===== src/verilog/icu_defs.vh =====
`ifndef ICU_DEFS_VH
`define ICU_DEFS_VH
// register word indices (printed offsets are indices)
`define ICU_IDX_CTRL      8'h0B
`define ICU_IDX_PFLAG     8'h0C
`define ICU_IDX_PEN       8'h8C
`define ICU_IDX_STAT      8'hF0
`define ICU_IDX_MASK      8'hF1
`define ICU_IDX_CORE      8'hF2
`define ICU_ADDR_W        10
// control register fields, and the compare bit of the peripheral flag and enable registers
`define ICU_GIE_BIT       7
`define ICU_PERIPHERAL_IRQ_ENABLE_BIT      6
`define ICU_TIMER_OVERFLOW_IRQ_ENABLE_BIT      5
`define ICU_EXT_PIN_IRQ_ENABLE_BIT      4
`define ICU_PORT_CHANGE_IRQ_ENABLE_BIT      3
`define ICU_TIMER_OVERFLOW_FLAG_BIT      2
`define ICU_EXT_PIN_FLAG_BIT      1
`define ICU_PORT_CHANGE_FLAG_BIT      0
`define ICU_CMP_BIT       6
`define ICU_CTRL_RST      8'h00
`define ICU_PFLAG_MASK    8'h40
// vector, timing and sizes
`define ICU_VECTOR        13'h0004
`define ICU_PC_W          13
`define ICU_OSC_PER_CYC   4
`define ICU_SRC_COUNT     4
`define ICU_STACK_DEPTH   8
`endif


===== src/verilog/icu_cycle_gen.v =====
`timescale 1ns/1ps
`include "icu_defs.vh"
// instruction-cycle strobe: one pulse every four clocks
module icu_cycle_gen #(
   parameter OSC_PER_CYC = `ICU_OSC_PER_CYC
) (
   input  wire MCLK_I,
   input  wire SRST_I,
   output reg  CYC_O
);
   reg [2:0] phase;

   always @(posedge MCLK_I) begin
      if (SRST_I) begin
         phase <= 3'h0;
         CYC_O <= 1'b0;
      end else begin
         if (phase == OSC_PER_CYC - 1) begin
            phase <= 3'h0;
            CYC_O <= 1'b1;
         end else begin
            phase <= phase + 3'h1;
            CYC_O <= 1'b0;
         end
      end
   end
endmodule


===== src/verilog/icu_top.v =====
// The APB register port was left to the implementer.
`timescale 1ns/1ps
`include "icu_defs.vh"

module icu_top #(
   parameter PC_W        = `ICU_PC_W,
   parameter STACK_DEPTH = `ICU_STACK_DEPTH
) (
   input  wire              MCLK_I,
   input  wire              SRST_I,
   input  wire              POR_I,
   input  wire              EXT_EDGE_I,
   input  wire              TMR_OVF_I,
   input  wire              PORT_CHG_I,
   input  wire              CMP_EVT_I,
   input  wire              RETFI_EXEC_I,
   input  wire              CUR_PC_VALID_I,
   input  wire [PC_W-1:0]   CUR_PC_I,
   input  wire              PSEL,
   input  wire              PENABLE,
   input  wire              PWRITE,
   input  wire [31:0]       PADDR,
   input  wire [31:0]       PWDATA,
   output wire              PREADY,
   output wire              PSLVERR,
   output reg  [31:0]       PRDATA,
   output reg               VEC_LOAD_O,
   output reg  [PC_W-1:0]   VEC_PC_O,
   output reg               FORCE_NOP_O,
   output reg  [PC_W-1:0]   RET_PC_O,
   output reg               RET_VALID_O,
   output wire              IRQ_O
);
   localparam ST_RUN = 2'd0;
   localparam ST_WAIT = 2'd1;
   localparam ST_ENTRY = 2'd2;
   localparam [7:0] CTRL_RST = `ICU_CTRL_RST;

   wire              cyc;
   reg  [7:0]        intctl;
   reg               cmp_flag;
   reg               cmp_en;
   reg  [3:0]        stat;
   reg  [3:0]        mask;
   reg  [1:0]        state;
   reg  [1:0]        lat;
   reg               nop_pend;
   reg  [PC_W-1:0]   stack [0:STACK_DEPTH-1];
   reg  [2:0]        sp;
   reg  [7:0]        next_intctl;
   reg               next_cmp_flag;
   reg  [3:0]        next_stat;
   wire              wr_acc;
   wire              rd_acc;
   wire              req;
   wire [3:0]        evt;
   integer           i;

   function addr_hit;
      input [31:0] a;
      input [7:0]  ix;
      begin
         addr_hit = (a[31:`ICU_ADDR_W] == 0) && (a[1:0] == 2'b00)
                    && (a[9:2] == ix);
      end
   endfunction

   icu_cycle_gen #(
      .OSC_PER_CYC (`ICU_OSC_PER_CYC)
   ) u_cyc (
      .MCLK_I (MCLK_I),
      .SRST_I (SRST_I),
      .CYC_O  (cyc)
   );

   assign PREADY  = 1'b1;
   assign wr_acc  = PSEL & PENABLE & PWRITE;
   assign rd_acc  = PSEL & PENABLE & ~PWRITE;
   assign PSLVERR = PSEL & PENABLE & ~(addr_hit(PADDR, `ICU_IDX_CTRL) |
                    addr_hit(PADDR, `ICU_IDX_PFLAG) |
                    addr_hit(PADDR, `ICU_IDX_PEN) |
                    addr_hit(PADDR, `ICU_IDX_STAT) |
                    addr_hit(PADDR, `ICU_IDX_MASK) |
                    addr_hit(PADDR, `ICU_IDX_CORE));

   // four request sources, unmasked requests
   assign req = intctl[`ICU_GIE_BIT] & (
      (intctl[`ICU_TIMER_OVERFLOW_IRQ_ENABLE_BIT] & intctl[`ICU_TIMER_OVERFLOW_FLAG_BIT]) |
      (intctl[`ICU_EXT_PIN_IRQ_ENABLE_BIT] & intctl[`ICU_EXT_PIN_FLAG_BIT]) |
      (intctl[`ICU_PORT_CHANGE_IRQ_ENABLE_BIT] & intctl[`ICU_PORT_CHANGE_FLAG_BIT]) |
      (intctl[`ICU_PERIPHERAL_IRQ_ENABLE_BIT] & cmp_en & cmp_flag));

   assign evt = {CMP_EVT_I, PORT_CHG_I, EXT_EDGE_I, TMR_OVF_I};
   assign IRQ_O = |(stat & mask);

   always @* begin
      next_intctl = intctl;
      next_cmp_flag = cmp_flag;
      if (wr_acc && addr_hit(PADDR, `ICU_IDX_CTRL))
         next_intctl = PWDATA[7:0];
      if (wr_acc && addr_hit(PADDR, `ICU_IDX_PFLAG))
         next_cmp_flag = PWDATA[`ICU_CMP_BIT];
      // entry clears enable, return sets it
      if (state == ST_ENTRY && cyc)
         next_intctl[`ICU_GIE_BIT] = 1'b0;
      else if (RETFI_EXEC_I)
         next_intctl[`ICU_GIE_BIT] = 1'b1;
      // events set regardless of enables, set beats clear
      if (TMR_OVF_I)
         next_intctl[`ICU_TIMER_OVERFLOW_FLAG_BIT] = 1'b1;
      if (EXT_EDGE_I)
         next_intctl[`ICU_EXT_PIN_FLAG_BIT] = 1'b1;
      if (PORT_CHG_I)
         next_intctl[`ICU_PORT_CHANGE_FLAG_BIT] = 1'b1;
      if (CMP_EVT_I)
         next_cmp_flag = 1'b1;
      next_stat = stat;
      if (wr_acc && addr_hit(PADDR, `ICU_IDX_STAT))
         next_stat = stat & ~PWDATA[3:0];
      next_stat = next_stat | evt;
   end

   always @(posedge MCLK_I) begin
      if (SRST_I) begin
         // port-change flag kept on non-power-on reset
         intctl   <= {CTRL_RST[7:1],
                      POR_I ? 1'b0 : intctl[`ICU_PORT_CHANGE_FLAG_BIT]};
         cmp_flag <= 1'b0;
         cmp_en   <= 1'b0;
         stat     <= 4'h0;
         mask     <= 4'h0;
         state    <= ST_RUN;
         lat      <= 2'd0;
         nop_pend <= 1'b0;
         sp       <= 3'd0;
         VEC_LOAD_O  <= 1'b0;
         VEC_PC_O    <= {PC_W{1'b0}};
         FORCE_NOP_O <= 1'b0;
         RET_PC_O    <= {PC_W{1'b0}};
         RET_VALID_O <= 1'b0;
         for (i = 0; i < STACK_DEPTH; i = i + 1)
            stack[i] <= {PC_W{1'b0}};
      end else begin
         intctl   <= next_intctl;
         cmp_flag <= next_cmp_flag;
         stat     <= next_stat;
         VEC_LOAD_O  <= 1'b0;
         RET_VALID_O <= 1'b0;
         if (wr_acc && addr_hit(PADDR, `ICU_IDX_PEN))
            cmp_en <= PWDATA[`ICU_CMP_BIT];
         if (wr_acc && addr_hit(PADDR, `ICU_IDX_MASK))
            mask <= PWDATA[3:0];
         // software clearing enable: nop next cycle
         if (wr_acc && addr_hit(PADDR, `ICU_IDX_CTRL) &&
             intctl[`ICU_GIE_BIT] && !PWDATA[`ICU_GIE_BIT])
            nop_pend <= 1'b1;
         else if (cyc)
            nop_pend <= 1'b0;
         if (cyc)
            FORCE_NOP_O <= nop_pend;
         if (RETFI_EXEC_I && sp != 3'd0) begin
            RET_PC_O    <= stack[sp - 3'd1];
            RET_VALID_O <= 1'b1;
            sp          <= sp - 3'd1;
         end
         case (state)
            ST_RUN: begin
               if (cyc && req && !nop_pend) begin
                  state <= ST_WAIT;
                  lat   <= 2'd0;
               end
            end
            ST_WAIT: begin
               // fixed latency, independent of instruction length
               if (cyc) begin
                  if (lat == 2'd1)
                     state <= ST_ENTRY;
                  lat <= lat + 2'd1;
               end
            end
            ST_ENTRY: begin
               if (cyc) begin
                  // only the return PC is saved
                  stack[sp]  <= CUR_PC_I;
                  sp         <= sp + 3'd1;
                  VEC_PC_O   <= `ICU_VECTOR;
                  VEC_LOAD_O <= 1'b1;
                  state      <= ST_RUN;
               end
            end
            default: state <= ST_RUN;
         endcase
      end
   end

   // software must clear flags before re-enabling
   always @(posedge MCLK_I) begin
      if (SRST_I)
         PRDATA <= 32'h0000_0000;
      else if (PSEL && !PENABLE && !PWRITE) begin
         PRDATA <= 32'h0000_0000;
         if (addr_hit(PADDR, `ICU_IDX_CTRL))
            PRDATA[7:0] <= intctl;
         else if (addr_hit(PADDR, `ICU_IDX_PFLAG))
            PRDATA[`ICU_CMP_BIT] <= cmp_flag;
         else if (addr_hit(PADDR, `ICU_IDX_PEN))
            PRDATA[`ICU_CMP_BIT] <= cmp_en;
         else if (addr_hit(PADDR, `ICU_IDX_STAT))
            PRDATA[3:0] <= stat;
         else if (addr_hit(PADDR, `ICU_IDX_MASK))
            PRDATA[3:0] <= mask;
         else if (addr_hit(PADDR, `ICU_IDX_CORE))
            PRDATA[2:0] <= sp;
      end
   end
endmodule

===== config.mk =====
export PLATFORM = sky130hd
export DESIGN_NAME = icu_top
export DESIGN_NICKNAME = d
export VERILOG_FILES = /design/src/verilog/icu_cycle_gen.v /design/src/verilog/icu_top.v
export VERILOG_INCLUDE_DIRS = /design/src /design/src/verilog
export SDC_FILE = /design/constraint.sdc
export NUM_CORES = 1
export LEC_CHECK = 0
export BUFFER_PORTS_ARGS = -buffer_cell sky130_fd_sc_hd__buf_4
export CAP_MARGIN = 10
export CORE_UTILIZATION = 50
export DETAILED_ROUTE_END_ITERATION = 8
export PLACE_DENSITY_LB_ADDON = 0.2
export SETUP_SLACK_MARGIN = 0.3
export SYNTH_ARGS = -nofsm -noshare
export SYNTH_HDL_FRONTEND = slang
export SYNTH_SLANG_ARGS = --single-unit

===== constraint.sdc =====
create_clock -name MCLK_I -period 8.6 [get_ports MCLK_I]
set_clock_uncertainty 0.1 [all_clocks]
set_input_delay 1.72 -clock MCLK_I [delete_from_list [all_inputs] [get_ports MCLK_I]]
set_output_delay 1.72 -clock MCLK_I [all_outputs]
set_load 0.01 [all_outputs]

==> results.yml, run 1 <==
status:
  status: "finished, final reports clean"
setup_path:
  arrival_ps: 3600
  r2r-start: "sp[0]"
  end_kind: "output pin"
  path_max_fanout: 9
  crit_type: "in -> out"
  worst_setup_path_start_kind: "input pin"
  r2r_setup_slack_ps: 5190
  reg2reg_to: "RET_PC_O[10]"
  reg2reg_depth: 7
  worstPathRequired_ps: 6780
clock_tree:
  cts_tree: "built"
  ctsHoldBuffers: 0
  cts_setup_buffers: 0
  clock-root-buffer: "clkbuf_16"
  numClockSinks: 159
  cts_repair_resize_count: 0
  htree_levels: 4
  clk-insertion-delay-late_ps: 430
  numCtsBuffers: 17
  clkTransAtPathRegs_ps: 60
  cts.path.max_buffers: 2
grt:
  grt.busiest_layer: "met2"
  grt_pass1_wl_mm: 25.67
  grt_pass1_vias: 4492
  grt_max_degree: 68
  antenna_found_initial: 0
  use_met1: 0.3175
  grt_use_total: 0.2363
  grt-ovfl-total: 0
  grt.met3_usage: 0.05952
  gr-usage-met2: 0.3684
power:
  pwr-share-clk: 0.326
  p_switching_mw: 0.7046
  power.density_mw_per_mm2: 263.9
  power.internal_mw: 1.590
  pwr-share-comb: 0.279
  total_power_mw: 2.295
  swShare: 0.3071
  p_seq_frac: 0.396
  ir_drop_mv: 0.1860
  p_leak_nw: 3.391
sta:
  setup_violations: 0
  min_period_over_period: 0.6299
  max_freq_mhz: 184.6
  finalMaxSlewViolations: 0
  period_needed_ps: 5417
  rsz0062_at_grt: "false"
  fin_setup_tns_ps: 0
  relSlewSlack: 0.1757
  postLayoutSetupSlackWorst_ps: 3183
  tightest_slew_ps: 1232
  hold_viol: 0
worst_hold_path:
  worstHoldPathType: "reg -> reg"
  hold_path_depth: 1
  min-delay-start: "u_cyc.phase[0]"
  hold_end: "u_cyc.phase[0]"
logic_synthesis:
  async_reset_ff_frac: 0
  synth_top_area_frac: 0.4235
  synth_area_sq_mm: 0.007445
  synth_ff_type: "edfxtp_1"
  yosysUniqueCellTypes: 54
  synth_edf_count: 105
  seq_area_frac_synth: 0.5687
  synth.area.top_cells: "edfxtp_1 (42%), dfxtp_1 (15%), and2_1 (8.7%), mux4_2 (7.9%), mux2i_1 (4.2%)"
  syn_inst: 599
  synth.avg_cell_area_sq_um: 12.43
  yosysTopAreaCell: "edfxtp_1"
  yosys_warnings: 0
  ys_seq_elements: 159
place:
  dp_hpwl_mm: 10.79
  routabilityCongestion: 0.8365
  port_buffers: 90
  dp_slack_ps: 3215
die:
  start_util: 0.5122
  ios: 153
  num_rows: 44
  die_h_um: 124.0
  coreArea_sq_mm: 0.01453
  die_w_um: 124.0
  die_area_sq_mm: 0.01538
routing:
  avgRoutedWirePerCell_um: 19.32
  drcViolationCount: 0
  postRouteAntennaNets: 0
  vias_per_cell: 5.472
  vias: 4799
  drt-total-wl_mm: 16.95
  first_pass_iters: 6
  drt_iter0_markers: 347
finish:
  nets: 775
  mostFrequentLayoutCells: "edfxtp_1 (105), and2_1 (104), buf_4 (94), dfxtp_1 (53), nor2_1 (52)"
  diodes: 0
  regArea_sq_mm: 0.004235
  drive_gt1_frac: 0.2496
  nFillCells: 1172
  syn_to_final_growth_pct: 16.81
  multi_input_area_sq_mm: 0.002895
  layout_commonest_cell: "edfxtp_1"
flow_run:
  drv_cap: 0
## cells in the mapped netlist (all sizes together) (2+ instances only)
master and number:
mux2i 31, a22oi 2, inv 11, nand3b 3
a311oi 2, a21oi 12, nor3b 4, nand3 12
o21ai 4, and2 105, nor2b 3, a211oi 16
nor4 8, mux4 26, nand4 3, nand2 21
edfxtp 105, ha 6, conb 2, nor2 52
nor3 14, xnor2 2, a41oi 3, clkbuf 19
a221oi 4, o21bai 3, buf 48, a31oi 2
dfxtp 54, or2 8
## sequential cells by signal (all words and copies together), names as in the netlist
name         cells
stack          104
PRDATA           8
u_cyc.phase      3
mask             4
intctl           8
lat              2
RET_PC_O        13
u_cyc.CYC_O      1
stat             4
state            2
FORCE_NOP_O      1
cmp_flag         1
sp               3
nop_pend         1
VEC_PC_O         1
RET_VALID_O      1
VEC_LOAD_O       1
cmp_en           1
## metrics by stage
stage          hold WS [ps]  instances  cell area (sq um)  utilization
5_1_grt               350.8        877               8696       0.5983
6_report              333.1        877               8696       0.5983
3_3_place_gp          314.9        845               8108       0.5579
3_5_place_dp          327.8        845               8108       0.5579
4_1_cts               336.5        877               8696       0.5983
2_1_floorplan         308.4        634               7576            -
## logic make-up (layout without fill, tap and decap cells)
kind of cell	after synthesis	count (layout)	synth area share
XOR/XNOR	3	3	0.003530
multiplexers	57	57	0.1203
AND/OR/NAND/NOR	242	242	0.1852
buffers and inverters	78	137	0.06185
flip-flops	159	159	0.5687
other	2	37	0.001009
adder cells (fa/ha/maj)	6	6	0.01008
AO/OA/AOI/OAI	52	52	0.04924
## routing by layer
metal	vias to the layer above	routed length, um
li1	2257	-
met1	2335	7455
met2	181	7931
met3	26	1160
met4	0	399
met5	-	0
## power by group through the flow
stage / Clock, mW / Combinational (mW) / Sequential, mW
global route: 0.787 / 0.692 / 0.915
global placement: 0 / 0.634 / 0.919
CTS: 0.759 / 0.643 / 0.907
finish: 0.748 / 0.639 / 0.908
detailed placement: 0 / 0.642 / 0.923
floorplan: 0 / 0.435 / 0.920
## cell type report
class | instances | area share
Sequential cell | 159 | 0.4871
Clock buffer | 17 | 0.04892
Multi-Input combinational cell | 397 | 0.3330
Inverter | 11 | 0.004748
Timing Repair Buffer | 94 | 0.08115
Clock inverter | 15 | 0.01871
Tap cell | 184 | 0.02647
## how the worst max path moves through the flow
| stage | startpoint | end | slack, ps | cells after the start |
|---|---|---|---|---|
| global route | PADDR[15] | PSLVERR | 3100 | 6 |
| floorplan | PADDR[26] | PSLVERR | 3840 | 4 |
| global placement | PADDR[1] | PSLVERR | 3330 | 6 |
| detailed placement | PADDR[15] | PSLVERR | 3210 | 6 |
| finish | PADDR[15] | PSLVERR | 3180 | 6 |
| CTS | PADDR[15] | PSLVERR | 3200 | 6 |
## worst max-delay path, stage by stage
cell and delay [ps]:
buf_4 110, nor4_1 390, nand4_2 330, nor3_2 680, a221oi_1 170, buf_4 190
No activity file was read; power rests on OpenSTA's default activity.
==> run 2: changes to the inputs <==
--- a/config.mk
+++ b/config.mk
@@ -6,6 +6,7 @@
 export SDC_FILE = /design/constraint.sdc
 export NUM_CORES = 1
 export LEC_CHECK = 0
+export ABC_AREA = 1
 export BUFFER_PORTS_ARGS = -buffer_cell sky130_fd_sc_hd__buf_4
 export CAP_MARGIN = 10
 export CORE_UTILIZATION = 50
==> constraint.sdc (replaced) <==
create_clock -name MCLK_I -period 5.7 [get_ports MCLK_I]
set_clock_uncertainty 0.1 [all_clocks]
set_input_delay 1.14 -clock MCLK_I [delete_from_list [all_inputs] [get_ports MCLK_I]]
set_output_delay 1.14 -clock MCLK_I [all_outputs]
set_load 0.01 [all_outputs]
==> run 2 against run 1 <==
Compared with the run above: core utilization decreased by 0.49 points; first-iteration DRC count increased by 81%; critical path depth increased by 4; the run now ends with DRC left; critical endpoint unchanged; worst hold slack got worse by 15 ps; cell count increased by 30%; die area increased by 2.3%.
==> results.yml, run 2 <==
status:
  status: "finished with violations"
  violations: "DRC"
clock_tree:
  cts_tree: "built"
  ctsHoldBuffers: 0
  numCtsBuffers: 17
  cts_setup_buffers: 0
  numClockSinks: 159
  cts.path.max_buffers: 2
  htree_levels: 4
  clk-insertion-delay-late_ps: 430
  clock-root-buffer: "clkbuf_16"
  cts_repair_resize_count: 0
  clkTransAtPathRegs_ps: 60
sta:
  rsz0062_at_grt: "false"
  setup_violations: 0
  tightest_slew_ps: 1155
  max_freq_mhz: 240.3
  period_needed_ps: 4162
  finalMaxSlewViolations: 0
  min_period_over_period: 0.7301
  fin_setup_tns_ps: 0
  postLayoutSetupSlackWorst_ps: 1538
  hold_ws_ps: 317.7
  relSlewSlack: 0.2290
  hold_viol: 0
logic_synthesis:
  yosysMostFrequentCell: "nor2_1"
  syn_inst: 869
  synth.avg_cell_area_sq_um: 8.770
  async_reset_ff_frac: 0
  synth_top_area_frac: 0.4137
  synth_edf_count: 105
  seq_area_frac_synth: 0.5556
  synth_area_sq_mm: 0.007621
  yosysTopAreaCell: "edfxtp_1"
  yosysUniqueCellTypes: 33
  synth_top_cells_by_count: "nor2_1 (198), nand2_1 (131), edfxtp_1 (105)"
  synth.area.top_cells: "edfxtp_1 (41%), dfxtp_1 (14%), nor2_1 (9.8%), nand2_1 (6.5%), buf_4 (4.1%)"
  synth_ff_type: "edfxtp_1"
  ys_seq_elements: 159
  yosys_warnings: 0
die:
  start_util: 0.5185
  die_w_um: 125.5
  coreArea_sq_mm: 0.01470
  die_area_sq_mm: 0.01574
  die_h_um: 125.5
  num_rows: 44
  ios: 153
routing:
  drt_iter0_markers: 627
  vias: 5969
  drt-total-wl_mm: 18.10
  met3_length_mm: 1.587
  drcViolationCount: 12
  met1_length_mm: 7.456
  highest_layer: "met4"
  first_pass_iters: 8
  postRouteAntennaNets: 0
  avgRoutedWirePerCell_um: 15.90
  met2_length_mm: 8.730
  vias_per_cell: 5.245
setup_path:
  end_kind: "output pin"
  arrival_ps: 2920
  crit_buf_inv: 2
  cpMostUsedCell: "nand2_1"
  worst_setup_path_start_kind: "input pin"
  path_cells: "buf_4 > nor2_1 > nand2_1 > nor2_2 > nand2_1 > nor2_2 > nand2_1 > nand3_1 > nor3_1 > buf_4"
  crit_type: "in -> out"
  cp_slowest_stage_delay_ps: 570
  worstPathRequired_ps: 4460
  slowest_stage: "nor2_2"
  path_max_fanout: 20
  crit_family: "simple AND/OR/NAND/NOR gates"
finish:
  syn_to_final_growth_pct: 14.46
  final_area_sq_mm: 0.008723
  drive_gt1_frac: 0.1751
  layout_commonest_cell: "nor2_1"
  top_regs: "stack x104, RET_PC_O x13"
  largest_register_ffs: 104
  diodes: 0
  mostFrequentLayoutCells: "nor2_1 (198), nand2_1 (131), edfxtp_1 (105), buf_4 (94), inv_1 (74)"
  nets: 1036
  largest_register: "stack"
grt:
  grt_pass1_vias: 5793
  grt_pass1_wl_mm: 29.63
  grt_use_total: 0.2477
  antenna_found_initial: 0
  grt_max_degree: 64
  grt-ovfl-total: 0
worst_hold_path:
  worstHoldPathType: "reg -> reg"
place:
  routabilityCongestion: 0.8632
  dp_slack_ps: 1534
  dp_hpwl_mm: 11.01
  port_buffers: 90
  place_area_sq_mm: 0.008190
power:
  power.density_mw_per_mm2: 347.9
  p_leak_nw: 3.805
  ir_drop_mv: 0.2613
flow_run:
  drv_cap: 0
-- run 2: area by class of cell --
class | count | area [sq um]
clock buffers | 19 | 442.9
clock inverters | 13 | 90.09
fillers | 1329 | 5976
inverters | 78 | 292.8
multi-input cells | 591 | 2726
flip-flops and latches | 159 | 4235
well taps | 184 | 230.2
repair buffers | 94 | 705.7
-- run 2: cells by family after synthesis --
family	synth area share
xor+xnor	0.002299
fa+ha+maj	0.009850
compound gates	0.08439
simple gates	0.2430
flops	0.5556
buf+inv	0.1039
other cells	0.0009854
-- run 2: worst paths after layout --
kind / startpoint / cells after the start / endpoint / slack [ps]
worst max-delay path: PADDR[13] / 10 / PSLVERR / 1540
worst min register to register: u_cyc.phase[0] / 1 / u_cyc.phase[0] / 320
worst min-delay path: u_cyc.phase[0] / 1 / u_cyc.phase[0] / 320
worst max register to register: sp[0] / 10 / RET_PC_O[8] / 2060
-- run 2: metal layers --
layer	up-vias	track usage
met5	-	0
met4	0	0.09182
met3	36	0.05306
met2	280	0.4095
met1	2734	0.3201
li1	2919	-
-- run 2: metrics by stage --
step	std cells	total power, mW	utilization
final	1138	3.035	0.5935
after detailed placement	1106	2.032	0.5572
after global routing	1138	3.176	0.5935
after global placement	1106	2.021	0.5572
after floorplan	904	1.833	-
after CTS	1138	3.043	0.5935
-- run 2: worst register-to-register path, stage by stage, from the launching register on --
cell and delay, ps:
dfxtp_2 310, buf_4 520, inv_1 160, ha_1 860, inv_1 780, a21oi_1 300
o21ai_0 140, nand3_1 150, nand3_1 90, nand2_1 70, inv_1 50
-- run 2: report_power, final --
part,leakage [nW],internal (mW),switching [mW]
logic,2.02,0.230,0.448
registers,1.52,1.29,0.0401
clock network,0.257,0.566,0.458
total,3.81,2.09,0.946
